### config.mk
export PLATFORM = sky130hd
export DESIGN_NAME = uar_receiver
export DESIGN_NICKNAME = d
export VERILOG_FILES = /design/src/uar_pkg.sv /design/src/uar_receiver.sv /design/src/uar_rx_queue.sv
export SDC_FILE = /design/constraint.sdc
export NUM_CORES = 1
export LEC_CHECK = 0
export ABC_AREA = 1
export CAP_MARGIN = 20
export CORE_UTILIZATION = 30
export CTS_CLUSTER_SIZE = 16
export DETAILED_ROUTE_END_ITERATION = 10
export DONT_BUFFER_PORTS = 1
export PLACE_DENSITY_LB_ADDON = 0.25
export RECOVER_POWER = 25
export REMOVE_ABC_BUFFERS = 1
export SLEW_MARGIN = 10
export SYNTH_ARGS = -nofsm -noshare
export SYNTH_HDL_FRONTEND = slang
export SYNTH_SLANG_ARGS = --single-unit
### constraint.sdc
create_clock -name core_clk -period 5.8 [get_ports core_clk]
set_clock_uncertainty 0.1 [all_clocks]
set_input_delay 0.29 -clock core_clk [delete_from_list [all_inputs] [get_ports core_clk]]
set_output_delay 0.29 -clock core_clk [all_outputs]
set_load 0.03 [all_outputs]
### src/uar_pkg.sv
package uar_pkg;
	localparam int unsigned UAR_DATA_W = 9;
	localparam int unsigned UAR_DIV_W = 16;
	localparam int unsigned UAR_PRESC_W = 8;
	localparam int unsigned UAR_FIFO_DEPTH = 8;
	localparam int unsigned UAR_SMP_W = 5;
	// word length field codes
	localparam logic [1:0] UAR_WL_8 = 2'h0;
	localparam logic [1:0] UAR_WL_9 = 2'h1;
	localparam logic [1:0] UAR_WL_7 = 2'h2;
	localparam logic [3:0] UAR_BITS_7 = 4'h7;
	localparam logic [3:0] UAR_BITS_8 = 4'h8;
	localparam logic [3:0] UAR_BITS_9 = 4'h9;
	// oversample counts and sample positions within one bit
	localparam logic [4:0] UAR_OS16 = 5'h10;
	localparam logic [4:0] UAR_OS8 = 5'h08;
	localparam logic [4:0] UAR_IDLE_HIGH = 5'h03;
	localparam logic [4:0] UAR_S3 = 5'h03;
	localparam logic [4:0] UAR_S5 = 5'h05;
	localparam logic [4:0] UAR_S7 = 5'h07;
	localparam logic [4:0] UAR_S8 = 5'h08;
	localparam logic [4:0] UAR_S9 = 5'h09;
	localparam logic [4:0] UAR_S10 = 5'h0a;
	// entry layout: {idle, frame_err, noise, data}
	localparam int unsigned UAR_ENT_W = UAR_DATA_W + 3;
	localparam int unsigned UAR_E_NOISE = UAR_DATA_W;
	localparam int unsigned UAR_E_FE = UAR_DATA_W + 1;
	localparam int unsigned UAR_E_IDLE = UAR_DATA_W + 2;
	typedef enum logic [1:0] {UAR_IDLE, UAR_START, UAR_DATA, UAR_STOP} uar_state_t;
	// three samples -> {noise, bit}
	function automatic logic [1:0] uar_vote(input logic [2:0] s);
		logic maj;
		maj = (s[0] & s[1]) | (s[0] & s[2]) | (s[1] & s[2]);
		return {(s != 3'h0) && (s != 3'h7), maj};
	endfunction : uar_vote
endpackage : uar_pkg

### src/uar_receiver.sv
`timescale 1ns/1ps
// Operation
// - start bit needs high samples, a low sample, then further lows; same at 16x and 8x.
// - incomplete start pattern returns to idle silently, awaiting the next falling edge.
// - clean start needs samples 3,5,7 all low, and at 16x also 8,9,10; at 8x only 3,5,7 are voted.
// - two-of-three low in a group accepts start with noise; worse aborts silently.
// - data bits are assembled least significant bit first.
// - without queue, completed character moves to holding register and sets not-empty.
// - with queue, characters queue with error bits; reads return the oldest entry.
// - data interrupt follows not-empty flag, or queue flag with queue on, and its matching enable.
// - DMA mode requests while data is available; each DMA read pops one.
// - a data read pops one entry; flush request clears the not-empty flag.
// - a received break is handled as a framing error.
// - idle frame is not stored as a character; it sets the idle flag, plus interrupt if idle enable set.
// - without queue, overrun when flag still set; holding register is kept.
// - with queue, overrun when queue full; entries kept, new character lost.
// - overrun interrupts on error or data enable; overrun clear resets the flag.
// - kernel clock divided by programmable prescaler gives oversampling base rate.
// - oversample select picks 16x or 8x sampling per bit.
// - single-sample mode takes the centre sample and never flags noise.
// - majority of three samples, noise for any mixed pattern.
// - noise rises with the not-empty flag, or queue flag with queue on; data still delivered; interrupt only with DMA.
// - noise clear bit resets the noise flag.
// - smartcard, infrared and LIN modes force 16x oversampling.
// - word length field selects 7, 8 or 9 data bits.
// - framing error clear bit resets the framing error flag.
module uar_receiver
	import uar_pkg::*;
#(
	parameter int unsigned DEPTH = UAR_FIFO_DEPTH
) (
	input wire logic core_clk,
	input wire logic rst,
	input wire logic ce,
	input wire logic rx_pin,
	input wire logic unit_on,
	input wire logic rx_on,
	input wire logic fifo_on,
	input wire logic rx_dma_on,
	input wire logic half_oversample_sel,
	input wire logic single_sample_sel,
	input wire logic special_mode,
	input wire logic [1:0] word_len,
	input wire logic [UAR_PRESC_W-1:0] clock_divider_reg,
	input wire logic [UAR_DIV_W-1:0] baud_div,
	input wire logic rx_avail_irq_on,
	input wire logic rx_queue_irq_on,
	input wire logic idle_irq_on,
	input wire logic error_irq_on,
	input wire logic data_read,
	input wire logic dma_ack,
	input wire logic rx_flush_request,
	input wire logic noise_clear_bit,
	input wire logic overrun_clear_bit,
	input wire logic frame_err_clear_bit,
	input wire logic idle_clear_bit,
	output logic [UAR_DATA_W-1:0] rx_data_holding,
	output logic rx_not_empty_flag,
	output logic rx_queue_avail_flag,
	output logic noise_flag,
	output logic frame_err_flag,
	output logic overrun_flag,
	output logic idle_flag,
	output logic dma_req,
	output logic irq
);
	typedef struct packed {
		logic s1;
		logic s2;
		logic s_prev;
		logic [UAR_PRESC_W-1:0] pre_cnt;
		logic [UAR_DIV_W-1:0] baud_cnt;
		uar_state_t state;
		logic [UAR_SMP_W-1:0] smp;
		logic [UAR_SMP_W-1:0] high_run;
		logic [2:0] grp;
		logic [3:0] bit_idx;
		logic [UAR_DATA_W-1:0] shift;
		logic all_ones;
		logic noisy;
		logic [UAR_DATA_W-1:0] hold;
		logic hold_noise;
		logic hold_fe;
		logic not_empty;
		logic queue_avail;
		logic noise;
		logic fe;
		logic ovr;
		logic idle;
		logic dma;
		logic irq;
	} uar_st_t;
	uar_st_t st;
	uar_st_t next_st;

	logic [UAR_ENT_W-1:0] q_head;
	logic q_full;
	logic q_empty;
	logic q_push;
	logic q_pop;
	logic [UAR_ENT_W-1:0] q_in;

	logic tick;
	logic baud_tick;
	logic [UAR_SMP_W-1:0] os_n;
	logic [3:0] nbits;
	logic [1:0] v;
	logic cur;
	logic frame_done;
	logic fe_now;
	logic idle_now;
	logic [UAR_DATA_W-1:0] char_data;
	logic pop_any;

	////////////////////////////////////////////////////////////////////////
	// queue of received entries
	uar_rx_queue #(.WIDTH(UAR_ENT_W), .DEPTH(DEPTH)) u_queue (
		.core_clk(core_clk),
		.rst(rst),
		.ce(ce),
		.flush(rx_flush_request || !fifo_on),
		.push(q_push),
		.push_data(q_in),
		.pop(q_pop),
		.head(q_head),
		.full(q_full),
		.empty(q_empty)
	);

	////////////////////////////////////////////////////////////////////////
	// sample-rate timing
	always_comb begin
		// a divider of zero gives a tick on every clock
		tick = st.pre_cnt == '0;
		baud_tick = tick && (st.baud_cnt == '0);
		os_n = (half_oversample_sel && !special_mode) ? UAR_OS8 : UAR_OS16;
		unique case (word_len)
			UAR_WL_9: nbits = UAR_BITS_9;
			UAR_WL_7: nbits = UAR_BITS_7;
			default: nbits = UAR_BITS_8;
		endcase
		cur = st.s2;
		v = uar_vote({st.grp[1:0], cur});
		if (single_sample_sel) begin
			v = {1'b0, st.grp[0]};
		end
		pop_any = data_read || (rx_dma_on && dma_ack);
	end

	////////////////////////////////////////////////////////////////////////
	// receive engine and flags
	always_comb begin
		next_st = st;
		// clears first so a same-cycle event wins
		if (noise_clear_bit) next_st.noise = 1'b0;
		if (frame_err_clear_bit) next_st.fe = 1'b0;
		if (overrun_clear_bit) next_st.ovr = 1'b0;
		if (idle_clear_bit) next_st.idle = 1'b0;
		frame_done = 1'b0;
		fe_now = 1'b0;
		idle_now = 1'b0;
		char_data = st.shift >> (UAR_DATA_W - 32'(nbits));
		q_push = 1'b0;
		q_pop = 1'b0;
		q_in = '0;
		// two flops take the line into this clock before anything reads it
		next_st.s1 = rx_pin;
		next_st.s2 = st.s1;
		next_st.pre_cnt = tick ? clock_divider_reg : st.pre_cnt - 1'b1;
		if (tick) begin
			next_st.baud_cnt = (st.baud_cnt == '0) ?
				UAR_DIV_W'((baud_div >> (os_n == UAR_OS8 ? 3 : 4)) - 1'b1) :
				st.baud_cnt - 1'b1;
		end
		if (baud_tick) begin
			next_st.s_prev = cur;
			next_st.smp = st.smp + 1'b1;
			unique case (st.state)
				UAR_IDLE: begin
					// three high samples must precede the falling one
					next_st.smp = '0;
					if (cur) begin
						if (st.high_run != UAR_IDLE_HIGH) begin
							next_st.high_run = st.high_run + 1'b1;
						end
					end else if (st.high_run == UAR_IDLE_HIGH) begin
						// the falling sample is sample one, so the next tick is sample two
						next_st.state = UAR_START;
						next_st.smp = 5'h02;
						next_st.grp = '0;
						next_st.noisy = 1'b0;
						next_st.high_run = '0;
					end else begin
						next_st.high_run = '0;
					end
				end
				UAR_START: begin
					// samples taken at 3,5,7 then 8,9,10 after the falling edge
					if (st.smp == UAR_S3 || st.smp == UAR_S5 || st.smp == UAR_S8
						|| st.smp == UAR_S9) begin
						next_st.grp = {st.grp[1:0], cur};
					end
					if (st.smp == UAR_S7 || st.smp == UAR_S10) begin
						next_st.grp = '0;
						unique case ({st.grp[1:0], cur})
							3'h0: ;
							3'h1, 3'h2, 3'h4: next_st.noisy = !single_sample_sel;
							default: begin
								next_st.state = UAR_IDLE;
								next_st.high_run = '0;
							end
						endcase
					end
					// at 8x the start bit ends at sample 8, so only the first group is voted
					if (st.smp == os_n) begin
						next_st.state = UAR_DATA;
						next_st.smp = '0;
						next_st.bit_idx = '0;
						next_st.all_ones = 1'b1;
					end
				end
				UAR_DATA, UAR_STOP: begin
					if (st.smp == (os_n >> 1) - 1'b1 || st.smp == (os_n >> 1)) begin
						next_st.grp = {st.grp[1:0], cur};
					end
					if (st.smp == (os_n >> 1) + 1'b1) begin
						next_st.noisy = st.noisy | v[1];
						next_st.all_ones = st.all_ones & v[0];
						if (st.state == UAR_DATA) begin
							next_st.shift = {v[0], st.shift[UAR_DATA_W-1:1]};
						end else begin
							frame_done = 1'b1;
							fe_now = !v[0];
							idle_now = st.all_ones && v[0] && !st.noisy;
						end
					end
					if (st.smp == os_n - 1'b1) begin
						next_st.smp = '0;
						next_st.bit_idx = st.bit_idx + 1'b1;
						if (st.bit_idx == nbits - 1'b1) begin
							next_st.state = UAR_STOP;
						end
					end
					if (frame_done) begin
						next_st.state = UAR_IDLE;
						next_st.high_run = fe_now ? '0 : 5'h01;
					end
				end
				default: next_st.state = UAR_IDLE;
			endcase
		end
		// delivery of a finished frame; a frame with no noise before its stop bit, and all data bits and the stop bit high, counts as idle
		if (idle_now) begin
			next_st.idle = 1'b1;
		end
		if (fifo_on) begin
			q_pop = pop_any;
			// a pop in the same cycle frees a slot, so a full queue still takes the frame
			if (frame_done && !idle_now) begin
				if (q_full && !q_pop) begin
					next_st.ovr = 1'b1;
				end else begin
					q_push = 1'b1;
					q_in = {1'b0, fe_now, next_st.noisy, char_data};
				end
			end
		end else begin
			if (pop_any || rx_flush_request) begin
				next_st.not_empty = 1'b0;
			end
			if (frame_done && !idle_now) begin
				if (st.not_empty && !pop_any) begin
					next_st.ovr = 1'b1;
				end else begin
					next_st.hold = char_data;
					next_st.hold_noise = next_st.noisy;
					next_st.hold_fe = fe_now;
					next_st.not_empty = 1'b1;
				end
			end
		end
		// error bits follow only a frame that was stored, never one lost to overrun
		if (frame_done && !idle_now
			&& (fifo_on ? q_push : !(st.not_empty && !pop_any))) begin
			next_st.noise = next_st.noise | next_st.noisy;
			next_st.fe = next_st.fe | fe_now;
		end
		if (st.ovr && !overrun_clear_bit) next_st.ovr = 1'b1;
		// flush drops the flag at once, or a cycle later if a pop of a queued entry comes with it; popping the last entry clears it a cycle later
		next_st.queue_avail = fifo_on && !rx_flush_request &&
			!(q_empty && !q_push) && !(q_pop && !q_push && q_empty);
		if (fifo_on && !q_empty && q_pop && !q_push) begin
			next_st.queue_avail = 1'b1;
		end
		next_st.dma = rx_dma_on && (fifo_on ? next_st.queue_avail : next_st.not_empty);
		next_st.irq = (!fifo_on && rx_avail_irq_on && next_st.not_empty)
			|| (fifo_on && rx_queue_irq_on && next_st.queue_avail)
			|| (idle_irq_on && next_st.idle)
			|| (next_st.ovr && (error_irq_on || rx_avail_irq_on || rx_queue_irq_on))
			|| (rx_dma_on && error_irq_on && (next_st.noise || next_st.fe));
		if (!unit_on || !rx_on) begin
			next_st.state = UAR_IDLE;
			next_st.high_run = '0;
		end
	end

	always_ff @(posedge core_clk) begin
		if (rst) begin
			st <= '0;
		end else if (ce) begin
			st <= next_st;
		end
	end

	////////////////////////////////////////////////////////////////////////
	// outputs; in queue mode the head stays visible in the holding register
	// the head trails a pop by one cycle, like the queue flag
	always_ff @(posedge core_clk) begin
		if (rst) begin
			rx_data_holding <= '0;
			rx_not_empty_flag <= 1'b0;
			rx_queue_avail_flag <= 1'b0;
			noise_flag <= 1'b0;
			frame_err_flag <= 1'b0;
			overrun_flag <= 1'b0;
			idle_flag <= 1'b0;
			dma_req <= 1'b0;
			irq <= 1'b0;
		end else if (ce) begin
			rx_data_holding <= fifo_on ? q_head[UAR_DATA_W-1:0] : next_st.hold;
			rx_not_empty_flag <= next_st.not_empty;
			rx_queue_avail_flag <= next_st.queue_avail;
			noise_flag <= next_st.noise;
			frame_err_flag <= next_st.fe;
			overrun_flag <= next_st.ovr;
			idle_flag <= next_st.idle;
			dma_req <= next_st.dma;
			irq <= next_st.irq;
		end
	end
endmodule : uar_receiver

### src/uar_rx_queue.sv
`timescale 1ns/1ps
module uar_rx_queue
	import uar_pkg::*;
#(
	parameter int unsigned WIDTH = UAR_ENT_W,
	parameter int unsigned DEPTH = UAR_FIFO_DEPTH
) (
	input wire logic core_clk,
	input wire logic rst,
	input wire logic ce,
	input wire logic flush,
	input wire logic push,
	input wire logic [WIDTH-1:0] push_data,
	input wire logic pop,
	output logic [WIDTH-1:0] head,
	output logic full,
	output logic empty
);
	localparam int unsigned AW = $clog2(DEPTH);
	typedef struct packed {
		logic [AW-1:0] wr;
		logic [AW-1:0] rd;
		logic [AW:0] cnt;
	} uar_q_t;
	uar_q_t st;
	uar_q_t next_st;
	logic [WIDTH-1:0] mem [DEPTH];
	logic do_push;
	logic do_pop;

	assign full = st.cnt == (AW+1)'(DEPTH);
	assign empty = st.cnt == '0;
	assign head = mem[st.rd];
	// a pop in the same cycle frees the oldest slot, so a full queue still accepts
	assign do_push = push && (!full || do_pop);
	assign do_pop = pop && !empty;

	always_comb begin
		next_st = st;
		if (flush) begin
			next_st = '0;
		end else begin
			if (do_push) begin
				next_st.wr = (st.wr == AW'(DEPTH - 1)) ? '0 : st.wr + 1'b1;
			end
			if (do_pop) begin
				next_st.rd = (st.rd == AW'(DEPTH - 1)) ? '0 : st.rd + 1'b1;
			end
			next_st.cnt = st.cnt + (AW+1)'(do_push) - (AW+1)'(do_pop);
		end
	end

	always_ff @(posedge core_clk) begin
		if (rst) begin
			st <= '0;
		end else if (ce) begin
			st <= next_st;
			if (do_push && !flush) begin
				mem[st.wr] <= push_data;
			end
		end
	end
endmodule : uar_rx_queue
==> results.yml <==
cells_and_area:
  area.growth.synth_to_final_pct: 13.1
  antennaDiodeCount: 0
  fin_nets: 1163
  fin_util_pct: 34.9
  final_common_cell: "nand2_1"
  final_layout_size_suffix_gt1_share_pct: 6.50
  layout_common_cells: "193 x nand2_1, 139 x inv_1, 122 x nor2_1, 94 x dfxtp_1, 87 x o21ai_0"
  design_area_um2: 9810
critical_path:
  path_max_fanout: 19
  path_buf_inv: 3
  timing.rr.start: "st[65]"
  crit_start: "st[65]"
  path_cells: "inv_1, ha_1, nand3_1, nor2_1, clkinv_1, nor2_1, inv_1, nor3_1, nand4_1, nand2_1, nand2_1, nor2_1"
  crit_family: "simple AND/OR/NAND/NOR gates"
  required_ns: 6.07
  crit_slowest_cell: "nor2_1"
  cp-end-kind: "register"
  crit_top_cell: "nor2_1"
  path_class: "register to register"
  critPathMaxStageDelay_ns: 0.96
  critPathLaunchType: "register"
  cp_data_arrival_time_ns: 3.86
floorplan:
  ios: 65
  initial_utilization_pct: 30.9
  fp.dieW_um: 172
  die_h_um: 172
  rows: 61
  fp.dieArea_um2: 29600
  core_um2: 28100
grt:
  grt.overflow.total: 0
  grt.total_usage_pct: 15.6
  grt_pass1_vias: 6782
  grt_max_degree: 49
  antenna_found_initial: 0
  grt_pass1_wl_um: 35300
synthesis:
  synth_cells: 1088
  synthFlopType: "dfxtp_1"
  async_reset_ff_share_pct: 0
  synth_edf_count: 72
  yosysSeqAreaShare_pct: 46.6
  syn_area_um2: 8680
  yosys_warnings: 0
  ys_ff_latch: 166
  yosysTopAreaCell: "edfxtp_1"
  synth.distinct_cells: 49
  synth_top_cell_area_share_pct: 24.9
  syn_area_per_cell_um2: 7.97
  synth_area_leaders: "edfxtp_1 25%, dfxtp_1 22%, nand2_1 8.4%"
cts:
  cts_buffers: 17
  clk_latency_ns: 0.44
  clk_pin_slew_ns: 0.08
  cts-root-buf: "clkbuf_16"
  cts_sinks: 166
  clk_path_buf_depth: 2
  h-tree-depth: 4
  tritoncts: "done"
timing:
  fin_crit_sh_pct: 61.8
  setup_viol: 0
  setup_tns_ns: 0
  setup_ws_ns: 2.22
  slew_viol_final: 49
  period_minus_slack_ns: 3.58
  timing.fmax_mhz: 279
  holdWs_ns: 0.00678
  rsz0062_at_grt: "no"
  worst_slew_pin_slew_ns: 2.23
  finalHoldViolCount: 0
  maxSlewHeadroom_pct: -48.8
place:
  place.gp.congestion: 0.852
  io_buffers: 0
  dp_hpwl_um: 15000
  place_ws_ns: 2.93
  dpl_cell_area_um2: 9080
detailed_routing:
  wl_met1_um: 10500
  drt_pass1_iterations: 5
  met3RoutedLength_um: 1140
  route.detailed.drc: 0
  vias_per_cell: 4.82
  routed_wl_um: 22200
  wl_per_cell_um: 15.0
  wl_met2_um: 10400
  vias: 7155
  topRoutingLayerUsed: "met4"
  drt_first_iter_violations: 441
  ant_nets: 0
flow_run:
  maxCapViolCount: 1
power:
  peakVddDrop_mv: 0.235
  p_per_area_nw_per_um2: 342
  p_leak_nw: 3.88
outcome:
  status: "complete, but fails checks"
  violations: "max-capacitance violations, max-slew violations"
hold_path:
  holdCritStartpoint: "ce"
  hold_class: "input pin to register"
registers in the layout (all words and copies together), names as in the netlist, named ones only:
| signal | count |
|---|---|
| cur | 1 |
| dma_req | 1 |
| frame_err_flag | 1 |
| idle_flag | 1 |
| irq | 1 |
| next_st | 1 |
| noise_flag | 1 |
| overrun_flag | 1 |
| rx_data_holding | 9 |
| rx_not_empty_flag | 1 |
| rx_queue_avail_flag | 1 |
| st | 62 |
| u_queue.mem | 72 |
| u_queue.st | 10 |
kinds of logic (layout without fill, tap and decap cells):
group	count (synthesis)	count (layout)	share of synthesized area, %
adder cells (fa/ha/maj)	21	21	3.12
buffers and inverters	187	206	8.28
AO/OA/AOI/OAI	239	239	16.5
flip-flops	166	166	46.6
AND/OR/NAND/NOR	448	448	22.5
XOR/XNOR	9	9	0.909
multiplexers	18	18	2.08
metal layers:
layer  vias up  GRT usage, %
met1      3332          19.6
met5         -             0
met3        10          4.05
met2       109          26.1
li1       3704             -
met4         0          4.46
cell type report:
| class | count | area, µm² |
|---|---|---|
| well taps | 378 | 473 |
| flip-flops and latches | 166 | 4040 |
| clock buffers | 17 | 425 |
| fillers | 2987 | 18300 |
| inverters | 148 | 556 |
| repair buffers | 26 | 251 |
| multi-input cells | 735 | 3860 |
| clock inverters | 15 | 201 |
cell usage after synthesis (2+ instances only):
cell type	instances
inv_1	137
or2_2	5
nand2_2	2
inv_2	6
a31oi_1	4
o221ai_1	19
dfxtp_1	94
o211ai_1	25
nand4_1	14
nor2_4	4
nor2_1	117
mux2i_1	18
nand3_2	3
edfxtp_1	72
xor2_1	6
buf_1	4
a21oi_1	71
nand3_1	73
o21ai_0	86
o21ai_1	11
clkbuf_1	26
a221oi_1	2
buf_4	2
a211oi_1	4
o21bai_1	3
xnor2_1	3
ha_1	20
o211ai_2	5
o21ai_2	2
nor3_1	24
clkinv_1	5
nand2_1	193
nor2_2	7
buf_2	6
worst reg2reg max path: stages, from the launching register on:
cell and delay (ns):
dfxtp_1 0.32, inv_1 0.08, ha_1 0.19, nand3_1 0.13, nor2_1 0.35, clkinv_1 0.32
nor2_1 0.96, inv_1 0.48, nor3_1 0.25, nand4_1 0.15, nand2_1 0.08, nand2_1 0.04
nor2_1 0.07
timing repair:
item	4_1_cts	5_1_grt
gates resized for setup	0	0
endpoints found under the hold margin	59	0
hold buffers	13	0
setup buffers	0	0
through the flow:
step	instances	total power [mW]
after floorplan	1049	2.02
after global placement	1439	2.21
after detailed placement	1439	2.21
after CTS	1484	3.41
after global routing	1485	3.58
final	1485	3.36
power by group:
| group | switching (mW) | internal, mW | total [mW] |
|---|---|---|---|
| registers | 0.0632 | 1.27 | 1.33 |
| logic | 0.586 | 0.267 | 0.854 |
| clock network | 0.578 | 0.597 | 1.17 |
worst paths after layout:
check | end | slack, ns | cells after the start
max | st[64] | 2.22 | 12
min | rx_data_holding[6] | 0.007 | 3
min reg2reg | u_queue.st[2] | 0.36 | 2
max reg2reg | st[64] | 2.22 | 12
No activity file was read; power rests on OpenSTA's default activity.
